--- src/timer_regs_pkg.sv ---
// Package: register map, field layout, reset values and codes of the timer control block
package timer_regs_pkg;

  // ==========================================================================
  // Register map (printed offsets are not all multiples of four: indices)
  // ==========================================================================
  localparam logic [7:0] CTRL_INDEX     = 8'h32;
  localparam logic [7:0] FLAGS_INDEX    = 8'h33;
  localparam logic [7:0] IRQ_STAT_INDEX = 8'h34;
  localparam logic [7:0] IRQ_EN_INDEX   = 8'h35;
  localparam logic [7:0] IRQ_CLR_INDEX  = 8'h36;
  localparam logic [7:0] EVENT_INDEX    = 8'h37;
  localparam int unsigned ADDR_W        = 12;

  // ==========================================================================
  // Control register fields
  // ==========================================================================
  localparam int unsigned CTRL_RUN_POS  = 0;
  localparam int unsigned CTRL_AUTO_POS = 1;
  localparam int unsigned CTRL_NC_LSB   = 4;
  localparam int unsigned CTRL_FF_POS   = 6;
  localparam int unsigned CTRL_OVE_POS  = 7;
  localparam logic [7:0]  CTRL_RESET    = 8'h40;

  // Status register fields
  localparam int unsigned FLAG_OVF_POS  = 7;
  localparam int unsigned FLAG_CPA_POS  = 1;
  localparam int unsigned FLAG_CPB_POS  = 0;
  localparam logic [7:0]  FLAGS_RESET   = 8'h00;

  // Interrupt status bits
  localparam int unsigned IRQ_OVF_POS   = 0;
  localparam int unsigned IRQ_CPA_POS   = 1;
  localparam int unsigned IRQ_CPB_POS   = 2;
  localparam int unsigned IRQ_W         = 3;

  // Noise filter codes and dividers
  typedef enum logic [1:0] {
    NC_OFF  = 2'h0,
    NC_DIV2 = 2'h1,
    NC_DIV4 = 2'h2,
    NC_SLOW = 2'h3
  } nc_code_t;
  localparam logic [7:0] NC_DIV_2   = 8'h01;
  localparam logic [7:0] NC_DIV_4   = 8'h03;
  localparam logic [7:0] NC_DIV_256 = 8'hFF;

  // Operating mode codes of the companion mode register
  localparam logic [2:0] MODE_TIMER_A = 3'h0;
  localparam logic [2:0] MODE_TIMER_B = 3'h1;
  localparam logic [2:0] MODE_EVENT   = 3'h2;
  localparam logic [2:0] MODE_PPG     = 3'h3;
  localparam logic [2:0] MODE_EXTTRIG = 3'h4;
  localparam logic [2:0] MODE_WINDOW  = 3'h5;

  localparam logic [15:0] COUNT_RESET = 16'h0000;

  // Overflow and capture events from the datapath
  typedef struct packed {
    logic overflow;
    logic width_capture;
    logic single_capture;
    logic duty_capture;
  } timer_events_t;

  // Control outputs toward the datapath
  typedef struct packed {
    logic       run;
    logic       flipflop_level;
    logic       auto_capture;
    logic       one_shot;
    logic       filter_tick;
    logic       filter_halt;
  } timer_ctrl_t;

endpackage

--- src/timer_control_status_regs.sv ---
// Control and status registers of the 16-bit timer, reached over APB
//
// The implementer's own choice: register access over APB.
`timescale 1ns/1ns
module timer_control_status_regs
  import timer_regs_pkg::*;
(
  // Clock and reset
  input  wire logic              ref_clk_in,
  input  wire logic              arst_n_in,
  // APB slave
  input  wire logic              psel_in,
  input  wire logic              penable_in,
  input  wire logic              pwrite_in,
  input  wire logic [ADDR_W-1:0] paddr_in,
  input  wire logic [31:0]       pwdata_in,
  input  wire logic [3:0]        pstrb_in,
  output logic                   pready_out,
  output logic [31:0]            prdata_out,
  output logic                   pslverr_out,
  // System power state, timer mode and edge selection
  input  wire logic              deep_stop_in,
  input  wire logic              low_speed_mode_in,
  input  wire logic              low_freq_tick_in,
  input  wire logic [2:0]        timer_mode_in,
  input  wire logic              double_edge_in,
  // Datapath events and input pin
  input  wire timer_events_t     events_in,
  input  wire logic              timer_pin_in,
  // Datapath control and counter
  output timer_ctrl_t            ctrl_out,
  output logic [15:0]            count_out,
  output logic                   filtered_pin_out,
  output logic                   timer_irq_out,
  output logic                   irq_out
);

  // ==========================================================================
  // Reset release
  // ==========================================================================
  logic [1:0] rst_sync_reg;
  logic       rst_n;

  always_ff @(posedge ref_clk_in or negedge arst_n_in) begin
    if (!arst_n_in) begin
      rst_sync_reg <= 2'h0;
    end else begin
      rst_sync_reg <= {rst_sync_reg[0], 1'b1};
    end
  end
  assign rst_n = rst_sync_reg[1];

  // ==========================================================================
  // APB decode
  // ==========================================================================
  logic [ADDR_W-3:0] word_index;
  logic              access;
  logic              wr_en;
  logic              rd_en;
  logic              hit;

  assign word_index = paddr_in[ADDR_W-1:2];
  assign access     = psel_in && penable_in && pready_out;
  assign wr_en      = access && pwrite_in && pstrb_in[0];
  assign rd_en      = access && !pwrite_in;

  always_comb begin
    case (word_index[7:0])
      CTRL_INDEX, FLAGS_INDEX, IRQ_STAT_INDEX,
      IRQ_EN_INDEX, IRQ_CLR_INDEX, EVENT_INDEX: hit = (word_index[ADDR_W-3:8] == '0);
      default: hit = 1'b0;
    endcase
  end

  // No wait state: pready rises in the first access cycle
  always_ff @(posedge ref_clk_in or negedge rst_n) begin
    if (!rst_n) begin
      pready_out <= 1'b0;
    end else begin
      pready_out <= psel_in && !penable_in;
    end
  end

  // Error answer travels with ready for an address outside the map
  always_ff @(posedge ref_clk_in or negedge rst_n) begin
    if (!rst_n) begin
      pslverr_out <= 1'b0;
    end else begin
      pslverr_out <= psel_in && !penable_in && !hit;
    end
  end

  // ==========================================================================
  // Control register
  // ==========================================================================
  logic       run_reg;
  logic       auto_reg;
  logic [1:0] nc_reg;
  logic       ff_reg;
  logic       ove_reg;
  logic       ctrl_wr;

  assign ctrl_wr = wr_en && hit && word_index[7:0] == CTRL_INDEX;

  // Run bit: deep stop wins over a write in the same cycle
  always_ff @(posedge ref_clk_in or negedge rst_n) begin
    if (!rst_n) begin
      run_reg <= CTRL_RESET[CTRL_RUN_POS];
    end else if (deep_stop_in) begin
      run_reg <= 1'b0;
    end else if (ctrl_wr) begin
      run_reg <= pwdata_in[CTRL_RUN_POS];
    end
  end

  // Shared capture/one-shot bit stays writable while running
  always_ff @(posedge ref_clk_in or negedge rst_n) begin
    if (!rst_n) begin
      auto_reg <= CTRL_RESET[CTRL_AUTO_POS];
    end else if (ctrl_wr) begin
      auto_reg <= pwdata_in[CTRL_AUTO_POS];
    end
  end

  // Locked fields: a running timer must not see its filter or level move under it
  always_ff @(posedge ref_clk_in or negedge rst_n) begin
    if (!rst_n) begin
      nc_reg  <= CTRL_RESET[CTRL_NC_LSB +: 2];
      ff_reg  <= CTRL_RESET[CTRL_FF_POS];
      ove_reg <= CTRL_RESET[CTRL_OVE_POS];
    end else if (ctrl_wr && !run_reg) begin
      nc_reg  <= pwdata_in[CTRL_NC_LSB +: 2];
      ff_reg  <= pwdata_in[CTRL_FF_POS];
      ove_reg <= pwdata_in[CTRL_OVE_POS];
    end
  end

  // ==========================================================================
  // Up counter; cleared only while stopped, an overflow event does not touch it
  // ==========================================================================
  always_ff @(posedge ref_clk_in or negedge rst_n) begin
    if (!rst_n) begin
      count_out <= COUNT_RESET;
    end else if (!run_reg) begin
      count_out <= COUNT_RESET;
    end else begin
      count_out <= count_out + 16'h0001;
    end
  end

  // ==========================================================================
  // Noise filter sampling
  // ==========================================================================
  logic [7:0] nc_div_reg;
  logic [7:0] nc_limit;
  logic       nc_tick;
  logic       nc_halt;
  logic [1:0] pin_hist_reg;

  assign nc_halt = low_speed_mode_in && (nc_reg == NC_DIV2 || nc_reg == NC_DIV4);

  always_comb begin
    case (nc_code_t'(nc_reg))
      NC_DIV2: nc_limit = NC_DIV_2;
      NC_DIV4: nc_limit = NC_DIV_4;
      NC_SLOW: nc_limit = NC_DIV_256;
      default: nc_limit = 8'h00;
    endcase
  end

  // Low clock /2 when slow: low_freq_tick is a pulse at the low clock rate
  // Greater-or-equal lets a shorter interval start at once after a code change
  assign nc_tick = (nc_reg == NC_OFF) ? 1'b1 :
                   (low_speed_mode_in && nc_reg == NC_SLOW) ? (low_freq_tick_in && nc_div_reg[0]) :
                   (nc_div_reg >= nc_limit);

  always_ff @(posedge ref_clk_in or negedge rst_n) begin
    if (!rst_n) begin
      nc_div_reg <= 8'h00;
    end else if (low_speed_mode_in && nc_reg == NC_SLOW) begin
      nc_div_reg <= low_freq_tick_in ? {7'h00, ~nc_div_reg[0]} : nc_div_reg;
    end else if (nc_tick || nc_halt) begin
      nc_div_reg <= 8'h00;
    end else begin
      nc_div_reg <= nc_div_reg + 8'h01;
    end
  end

  // Three equal samples accepted; a glitch shorter than two intervals is dropped
  always_ff @(posedge ref_clk_in or negedge rst_n) begin
    if (!rst_n) begin
      pin_hist_reg     <= 2'h0;
      filtered_pin_out <= 1'b0;
    end else if (nc_halt) begin
      pin_hist_reg     <= pin_hist_reg;
      filtered_pin_out <= filtered_pin_out;
    end else if (nc_reg == NC_OFF) begin
      pin_hist_reg     <= {2{timer_pin_in}};
      filtered_pin_out <= timer_pin_in;
    end else if (nc_tick) begin
      pin_hist_reg <= {pin_hist_reg[0], timer_pin_in};
      if (pin_hist_reg == {2{timer_pin_in}}) begin
        filtered_pin_out <= timer_pin_in;
      end
    end
  end

  // ==========================================================================
  // Control outputs
  // ==========================================================================
  logic auto_mode_ok;

  assign auto_mode_ok = timer_mode_in == MODE_TIMER_A || timer_mode_in == MODE_TIMER_B ||
                        timer_mode_in == MODE_EVENT || timer_mode_in == MODE_EXTTRIG ||
                        timer_mode_in == MODE_WINDOW;

  always_ff @(posedge ref_clk_in or negedge rst_n) begin
    if (!rst_n) begin
      ctrl_out <= '0;
    end else begin
      ctrl_out.run            <= run_reg;
      ctrl_out.flipflop_level <= ff_reg;
      ctrl_out.auto_capture   <= auto_reg && auto_mode_ok;
      ctrl_out.one_shot       <= auto_reg && timer_mode_in == MODE_PPG;
      ctrl_out.filter_tick    <= nc_tick && !nc_halt;
      ctrl_out.filter_halt    <= nc_halt;
    end
  end

  // ==========================================================================
  // Status flags, cleared by a read; a new event in the read cycle survives
  // ==========================================================================
  logic       flags_rd;
  logic       ev_ovf;
  logic       ev_cpa;
  logic       ev_cpb;
  logic       ovf_reg;
  logic       cpa_reg;
  logic       cpb_reg;

  assign flags_rd = rd_en && hit && word_index[7:0] == FLAGS_INDEX;
  assign ev_ovf   = events_in.overflow;
  assign ev_cpa   = events_in.width_capture && double_edge_in;
  assign ev_cpb   = (events_in.single_capture && !double_edge_in) ||
                    (events_in.duty_capture && double_edge_in);

  // Writes to the flag register are not decoded at all
  // A flag clears only when the read returned it set: read data is taken at the setup
  // edge, so an event landing there must survive to the next read
  always_ff @(posedge ref_clk_in or negedge rst_n) begin
    if (!rst_n) begin
      ovf_reg <= FLAGS_RESET[FLAG_OVF_POS];
    end else if (ev_ovf) begin
      ovf_reg <= 1'b1;
    end else if (flags_rd && prdata_out[FLAG_OVF_POS]) begin
      ovf_reg <= 1'b0;
    end
  end

  always_ff @(posedge ref_clk_in or negedge rst_n) begin
    if (!rst_n) begin
      cpa_reg <= FLAGS_RESET[FLAG_CPA_POS];
    end else if (ev_cpa) begin
      cpa_reg <= 1'b1;
    end else if (flags_rd && prdata_out[FLAG_CPA_POS]) begin
      cpa_reg <= 1'b0;
    end
  end

  always_ff @(posedge ref_clk_in or negedge rst_n) begin
    if (!rst_n) begin
      cpb_reg <= FLAGS_RESET[FLAG_CPB_POS];
    end else if (ev_cpb) begin
      cpb_reg <= 1'b1;
    end else if (flags_rd && prdata_out[FLAG_CPB_POS]) begin
      cpb_reg <= 1'b0;
    end
  end

  // Overflow interrupt request to the interrupt controller
  always_ff @(posedge ref_clk_in or negedge rst_n) begin
    if (!rst_n) begin
      timer_irq_out <= 1'b0;
    end else begin
      timer_irq_out <= ev_ovf && ove_reg;
    end
  end

  // ==========================================================================
  // Interrupt status, enable and clear
  // ==========================================================================
  logic [IRQ_W-1:0] irq_stat_reg;
  logic [IRQ_W-1:0] irq_en_reg;
  logic [IRQ_W-1:0] irq_set;
  logic [IRQ_W-1:0] irq_clr;

  assign irq_set[IRQ_OVF_POS] = ev_ovf && ove_reg;
  assign irq_set[IRQ_CPA_POS] = ev_cpa;
  assign irq_set[IRQ_CPB_POS] = ev_cpb;
  assign irq_clr = (wr_en && hit && word_index[7:0] == IRQ_CLR_INDEX) ?
                   pwdata_in[IRQ_W-1:0] : '0;

  // Set wins over a clear in the same cycle
  always_ff @(posedge ref_clk_in or negedge rst_n) begin
    if (!rst_n) begin
      irq_stat_reg <= '0;
    end else begin
      irq_stat_reg <= irq_set | (irq_stat_reg & ~irq_clr);
    end
  end

  always_ff @(posedge ref_clk_in or negedge rst_n) begin
    if (!rst_n) begin
      irq_en_reg <= '0;
    end else if (wr_en && hit && word_index[7:0] == IRQ_EN_INDEX) begin
      irq_en_reg <= pwdata_in[IRQ_W-1:0];
    end
  end

  always_ff @(posedge ref_clk_in or negedge rst_n) begin
    if (!rst_n) begin
      irq_out <= 1'b0;
    end else begin
      irq_out <= |(irq_stat_reg & irq_en_reg);
    end
  end

  // ==========================================================================
  // Read data
  // ==========================================================================
  logic [7:0] ctrl_rd;
  logic [7:0] flags_rd_val;

  always_comb begin
    ctrl_rd                      = 8'h00;
    ctrl_rd[CTRL_RUN_POS]        = run_reg;
    ctrl_rd[CTRL_AUTO_POS]       = auto_reg;
    ctrl_rd[CTRL_NC_LSB +: 2]    = nc_reg;
    ctrl_rd[CTRL_FF_POS]         = ff_reg;
    ctrl_rd[CTRL_OVE_POS]        = ove_reg;
    flags_rd_val                 = 8'h00;
    flags_rd_val[FLAG_OVF_POS]   = ovf_reg;
    flags_rd_val[FLAG_CPA_POS]   = cpa_reg;
    flags_rd_val[FLAG_CPB_POS]   = cpb_reg;
  end

  always_ff @(posedge ref_clk_in or negedge rst_n) begin
    if (!rst_n) begin
      prdata_out <= 32'h0000_0000;
    end else if (psel_in && !penable_in && !pwrite_in) begin
      // Unmapped words read zero, whatever their low address bits
      case (hit ? word_index[7:0] : 8'h00)
        CTRL_INDEX:     prdata_out <= {24'h00_0000, ctrl_rd};
        FLAGS_INDEX:    prdata_out <= {24'h00_0000, flags_rd_val};
        IRQ_STAT_INDEX: prdata_out <= {29'h0, irq_stat_reg};
        IRQ_EN_INDEX:   prdata_out <= {29'h0, irq_en_reg};
        EVENT_INDEX:    prdata_out <= {16'h0000, count_out};
        default:        prdata_out <= 32'h0000_0000;
      endcase
    end
  end

endmodule

--- config.mk ---
export PLATFORM = sky130hd
export DESIGN_NAME = timer_control_status_regs
export DESIGN_NICKNAME = d
export VERILOG_FILES = /design/src/timer_regs_pkg.sv /design/src/timer_control_status_regs.sv
export SDC_FILE = /design/constraint.sdc
export NUM_CORES = 1
export LEC_CHECK = 0
export BUFFER_PORTS_ARGS = -buffer_cell sky130_fd_sc_hd__buf_4
export CORE_ASPECT_RATIO = 0.9
export CORE_MARGIN = 1.5
export CORE_UTILIZATION = 50
export DETAILED_ROUTE_END_ITERATION = 12
export PLACE_DENSITY_LB_ADDON = 0.15
export SYNTH_ARGS = -nofsm -noshare
export SYNTH_HDL_FRONTEND = slang
export SYNTH_SLANG_ARGS = --single-unit
export TNS_END_PERCENT = 1
--- constraint.sdc ---
create_clock -name ref_clk_in -period 2.7 [get_ports ref_clk_in]
set_input_delay 0 -clock ref_clk_in [delete_from_list [all_inputs] [get_ports ref_clk_in]]
set_output_delay 0 -clock ref_clk_in [all_outputs]
set_load 0.02 [all_outputs]
== Word level (Yosys, flattened, before mapping) ==
Index checks and enable logic that the tools add are counted.
Operators by class
  reduce and logical (&&, ||, !) cells: 54
  add/subtract/negate cells: 2
  magnitude comparators: 1
  shift operators: 0
  equality and inequality tests: 21
  bitwise gates (word level): 6
  multipliers: 0
  div/mod/pow operators: 0
  mux-type cells: 24
Operator list (count)
  $eq 8x6->1 const B: 11
  $pmux 16 s5: 1
  $mux 8: 4
  $logic_and 1x1->1: 28
  $pmux 8 s3: 1
  $add 16x1->16 const B: 1
  $mux 16: 1
  $mux 1: 14
  $reduce_bool 2->1: 6
  $add 8x1->8 const B: 1
  $ge 8x8->1: 1
  $logic_or 1x1->1: 7
  $and 3x3->3: 2
  $eq 3x2->1 const B: 2
  $eq 3x3->1 const B: 2
  $logic_not 1->1: 6
  $reduce_or 6->1: 1
  $eq 2x2->1 const B: 2
  $logic_not 2->1: 2
  $mux 2: 2
  $eq 3x1->1 const B: 1
  $logic_not 3->1: 1
  $mux 3: 1
  $not 3->3: 1
  other kinds (8): 9
Storage, ports and cells
  input bits: 65
  output and inout bits: 59
  word-level logic and storage cells: 134
  flip-flop bits (word level): 86
  latch bits: 0
  memories: 0
  bits in writable memories: 0
  ROM bits: 0

== Logic depth before layout (Yosys ltp) ==
  depth in word-level cells: 10
  gate-level depth with buffers: 10
  gate-level depth less buffers: 9

== Least setup slack after synthesis ==
OpenSTA, ideal clock, no wires.
  path type: register to register
  from: reg nc_reg[0]
  to: reg nc_div_reg[3]
  cell stages (with the launch flop): 10
  slack: 0.631 ns
  clock period less this slack: 2.069 ns
  arrival: 1.954 ns
  library setup time: 0.116 ns
  buffers on the path: 1
  required time: 2.584 ns
  cells stage by stage: dfrtp_1 -> ha_1 -> inv_1 -> ha_1 -> a21oi_1 -> o21ai_0 -> a31oi_1 -> clkbuf_1 -> nand4_1 -> o311ai_0
Between the ends
  cells in the longest elaborated chain, start to end: 8
  elaborated cells between the ends (all ways): 15
  those cells by class: 1 x order compare; 4 x eq/ne; 5 x mux; 5 x reduce/logical
Ends and longest elaborated chain
  start, declared: RTL line timer_control_status_regs.sv:98  | logic [1:0] nc_reg;
  start signal, assigned: RTL line timer_control_status_regs.sv:128  | nc_reg <= CTRL_RESET[CTRL_NC_LSB +: 2];
  start signal, assigned: RTL line timer_control_status_regs.sv:132  | nc_reg <= pwdata_in[CTRL_NC_LSB +: 2];
  $eq 2x2->1 (tied with other cells): RTL line timer_control_status_regs.sv:163, timer_control_status_regs.sv:174, timer_control_status_regs.sv:180
  $pmux 8 s3: RTL line timer_control_status_regs.sv:163  | case (nc_code_t'(nc_reg))
  $ge 8x8->1: RTL line timer_control_status_regs.sv:175  | (nc_div_reg >= nc_limit);
  $mux 1: RTL line timer_control_status_regs.sv:174  | (low_speed_mode_in && nc_reg == NC_SLOW) ? (low_freq_tick_in && nc_div_reg[0]) :
  $mux 1: RTL line timer_control_status_regs.sv:173  | assign nc_tick = (nc_reg == NC_OFF) ? 1'b1 :
  $logic_or 1x1->1: RTL line timer_control_status_regs.sv:182  | end else if (nc_tick || nc_halt) begin
  $mux 8: RTL line timer_control_status_regs.sv:182
  $mux 8: RTL line timer_control_status_regs.sv:180  | end else if (low_speed_mode_in && nc_reg == NC_SLOW) begin
  end signal, assigned: RTL line timer_control_status_regs.sv:181  | nc_div_reg <= low_freq_tick_in ? {7'h00, ~nc_div_reg[0]} : nc_div_reg;
  end signal, assigned: RTL line timer_control_status_regs.sv:185  | nc_div_reg <= nc_div_reg + 8'h01;
  end, declared: RTL line timer_control_status_regs.sv:154  | logic [7:0] nc_div_reg;
Several ways; a longest one is shown, not always the timed one.
A chain may end at the register's enable or synchronous reset.

== Worst setup path after layout ==
  from: reg nc_reg[1]
  to: reg pin_hist_reg[1]
Between the ends
  cells in the longest elaborated chain, start to end: 7
  elaborated cells between the ends (all ways): 15
  those cells by class: 1 x order compare; 3 x eq/ne; 4 x mux; 1 x bitwise; 6 x reduce/logical
Ends and longest elaborated chain
  $eq 2x2->1 (tied with other cells): RTL line timer_control_status_regs.sv:163, timer_control_status_regs.sv:174
  $pmux 8 s3: RTL line timer_control_status_regs.sv:163
  $ge 8x8->1: RTL line timer_control_status_regs.sv:175
  $mux 1: RTL line timer_control_status_regs.sv:174
  $mux 1: RTL line timer_control_status_regs.sv:173
  $reduce_bool 2->1 (no line)
  $reduce_and 2->1 (no line)
  end signal, assigned: RTL line timer_control_status_regs.sv:195  | pin_hist_reg <= pin_hist_reg;
  end signal, assigned: RTL line timer_control_status_regs.sv:198  | pin_hist_reg <= {2{timer_pin_in}};
  end signal, assigned: RTL line timer_control_status_regs.sv:201  | pin_hist_reg <= {pin_hist_reg[0], timer_pin_in};
  end, declared: RTL line timer_control_status_regs.sv:158  | logic [1:0] pin_hist_reg;
Several ways; a longest one is shown, not always the timed one.

==> out/qor.txt <==
CP max FO = 6
Wl on met1 = 3.55 mm
Seq pwr share = 0.539
Clk pin slew, worst setup/hold paths = 80 ps
GRT Overall Usage = 0.225
Critical-path top delay cell = dfrtp_1
Pre-antenna DRT Iters = 6
Post-synth EDFFs = 0
Hold WC Path Type = in2reg
H-tree levels = 3
Max cap viols = 0
Data required time at the worst endpoint = 2920 ps
Nets = 505
Die width = 91.2 um
Die Y-Extent = 82.4 um
Initial antenna violation count = 0
Peak supply drop = 0.289 mV
First-pass GRT wire length = 13.2 mm
Max Fclk = 399 MHz
Worst hold stages = 3
Setup bufs post-CTS = 0
Core area = 6690 um2
Antenna-violating nets left = 0
Syn Inst Count = 323
Post-DP Area = 4130 um2
YS warnings = 0
Cell area power density = 434 nW/um2
Worst path cell trace = inv_1, ha_1, inv_1, ha_1, nor2b_1, o21ai_0, a31oi_2, o22ai_1, mux2_2
Lkg Pwr = 0.00222 uW
CP peak stage delay = 430 ps
Antenna Cells = 0
Clock sink total = 70
Switching Share = 0.248
Synth cell types = 49
Share of cells above drive strength 1 = 0.279
Total gr overflow = 0
Vias in the first global route = 2734
WP depth = 9
Top_reg_cell synth = dfrtp_1
Top delay family on crit path = compound AO/OA/AOI/OAI gates
Worst-case reg-to-reg path depth = 9
Overall Power = 1970 uW
Via Count = 2821
Metal3 WL = 372 um
Die area = 7520 um2
Worst Skew = 9.60 ps
Nature of the critical path endpoint = register
Synth Register Bits = 70
Top layer in use = met4
Final setup vio count = 0
Tcrit/Tclk final = 0.927
Seq/Total Area, Yosys = 0.501
CP Class = reg2reg
Worst Setup Start Kind = register
Gp weighted congestion = 0.816
Dpl hpwl = 5.75 mm
Clock share of power = 0.386
Worst-Margin Slew = 839 ps
Longest Clk Path Bufs = 2
# IOs = 124
# rows = 28
CTS tree = built
Design Area, Final = 4550 um2
Total wire length = 7.92 mm
WL met2 = 3.92 mm
Vias per Instance = 5.39
Final min period = 2500 ps
Power Internal = 1490 uW
Worst skew pair latency = 330 ps
Final Slew Violations = 0
Hold_ws = 17.2 ps
Buf/Inv on CP = 2
Initial Util = 0.523
Mean Syn Cell Area = 10.8 um2
Hold Vio Cnt, Final = 0
Crit path arrival time = 2720 ps
Combinational power share = 0.075
Initial drt markers = 199
Drt wl/cell = 15.2 um
Input/output buffers = 77
Slew headroom = 0.440
Status = finished clean
Fin util = 0.680
DR DRC count = 0
Net load switching power = 489 uW
Largest net degree at the start of global routing = 41
Area growth syn-to-layout = 30.0%
Synth async-reset ratio = 1.00
Mapped Area = 3500 um2
CTS Buf Count = 9
Root buf cell = clkbuf_8
==> path summary, 6_finish.rpt <==
check,from,slack (ps),to
setup / recovery,nc_reg[1]$_DFFE_PN0P_,200,pin_hist_reg[1]$_DFFE_PN0P_
hold / removal,low_speed_mode_in,20,ctrl_out[0]$_DFF_PN0_
setup reg to reg,nc_reg[1]$_DFFE_PN0P_,200,pin_hist_reg[1]$_DFFE_PN0P_
hold reg to reg,rst_sync_reg[1]$_DFF_PN0_,310,count_out[1]$_DFF_PN0_
max in group asynchronous,rst_sync_reg[1]$_DFF_PN0_,1740,nc_div_reg[2]$_DFFE_PN0P_
min in group asynchronous,rst_sync_reg[1]$_DFF_PN0_,310,count_out[1]$_DFF_PN0_
==> stage by stage <==
stage	std cells	TNS (ps)	worst slack [ps]
final	523	0	196
after global routing	523	-0.191	-0.191
after CTS	523	0	215
after detailed placement	484	0	253
after global placement	484	0	336
after floorplan	338	0	608
==> cell usage after synthesis, types with 4 or more instances <==
master	instances	area, um2
mux2_2	11	124
mux2i_1	7	70.1
nor2_1	11	41.3
xnor2_1	8	70.1
nand3_1	16	80.1
inv_1	15	56.3
nand2_1	28	105
a22oi_1	4	30.0
nand4_1	5	31.3
a22o_1	11	96.3
buf_4	17	128
and2_1	14	87.6
o21ai_0	8	40.0
o22ai_1	4	25.0
ha_1	12	150
nor2b_1	5	31.3
nor3_1	5	25.0
mux2_4	4	60.1
dfrtp_1	69	1730
clkbuf_1	6	22.5
a21oi_1	5	25.0
or3_1	4	25.0
a31oi_1	8	50.1
a21o_1	5	37.5
and3_1	6	37.5
a222oi_1	4	40.0
==> power by group through the flow <==
| stage | clock network [uW] | logic (uW) | registers, uW |
|---|---|---|---|
| global placement | 0 | 123 | 1090 |
| floorplan | 0 | 67.8 | 1090 |
| global route | 827 | 162 | 1070 |
| CTS | 785 | 148 | 1070 |
| detailed placement | 0 | 126 | 1090 |
| finish | 762 | 148 | 1070 |
==> routing by layer <==
| layer | vias to the layer above | GRT usage |
|---|---|---|
| met1 | 1381 | 0.300 |
| met5 | - | 0 |
| met2 | 86 | 0.376 |
| met4 | 0 | 0.0641 |
| met3 | 10 | 0.0467 |
| li1 | 1344 | - |
==> worst register-to-register path, cell delays in order, from the launching register on <==
cell	delay, ps
dfrtp_1	430
inv_1	110
ha_1	290
inv_1	80
ha_1	280
nor2b_1	40
o21ai_0	270
a31oi_2	190
o22ai_1	330
mux2_2	380
==> logic make-up (layout without fill, tap and decap cells) <==
family,count (synthesis),count (layout),synth area share
multiplexers,22,22,0.0725
other,2,17,0.00214
adder cells (fa/ha/maj),12,12,0.0429
AO/OA/AOI/OAI,60,60,0.125
flip-flops,70,70,0.501
AND/OR/NAND/NOR,106,106,0.168
buffers and inverters,40,135,0.0614
XOR/XNOR,11,11,0.0275
==> timing repair <==
| item | in CTS | in global routing |
|---|---|---|
| hold endpoints to repair | 22 | 0 |
| resized for setup | 0 | 1 |
| hold buffers | 23 | 0 |
| setup endpoints to repair | 0 | 1 |
==> cells in the final DEF, fill, tap and decap left out, types with 6 or more instances in the layout <==
cell type      netlist  routed
buf_4               17      80
dfrtp_1             69      68
nand2_1             28      28
dlygate4sd3_1        0      23
conb_1               2      17
nand3_1             16      16
inv_1               15      15
and2_1              14      14
ha_1                12      12
nor2_1              11      11
a22o_1              11      11
mux2_2              11      11
clkbuf_8             0      10
xnor2_1              8       8
o21ai_0              8       8
a31oi_1              8       7
mux2i_1              7       7
and3_1               6       6
==> cell type report <==
cell class              count  area [um2]
fillers                   534        2140
flip-flops and latches     70        1750
multi-input cells         228        1600
repair buffers            104         851
clock buffers              10         138
well taps                  90         113
inverters                  15        56.3
clock inverters             6        45.0
Note: power is estimated with default switching activity, not from simulation.
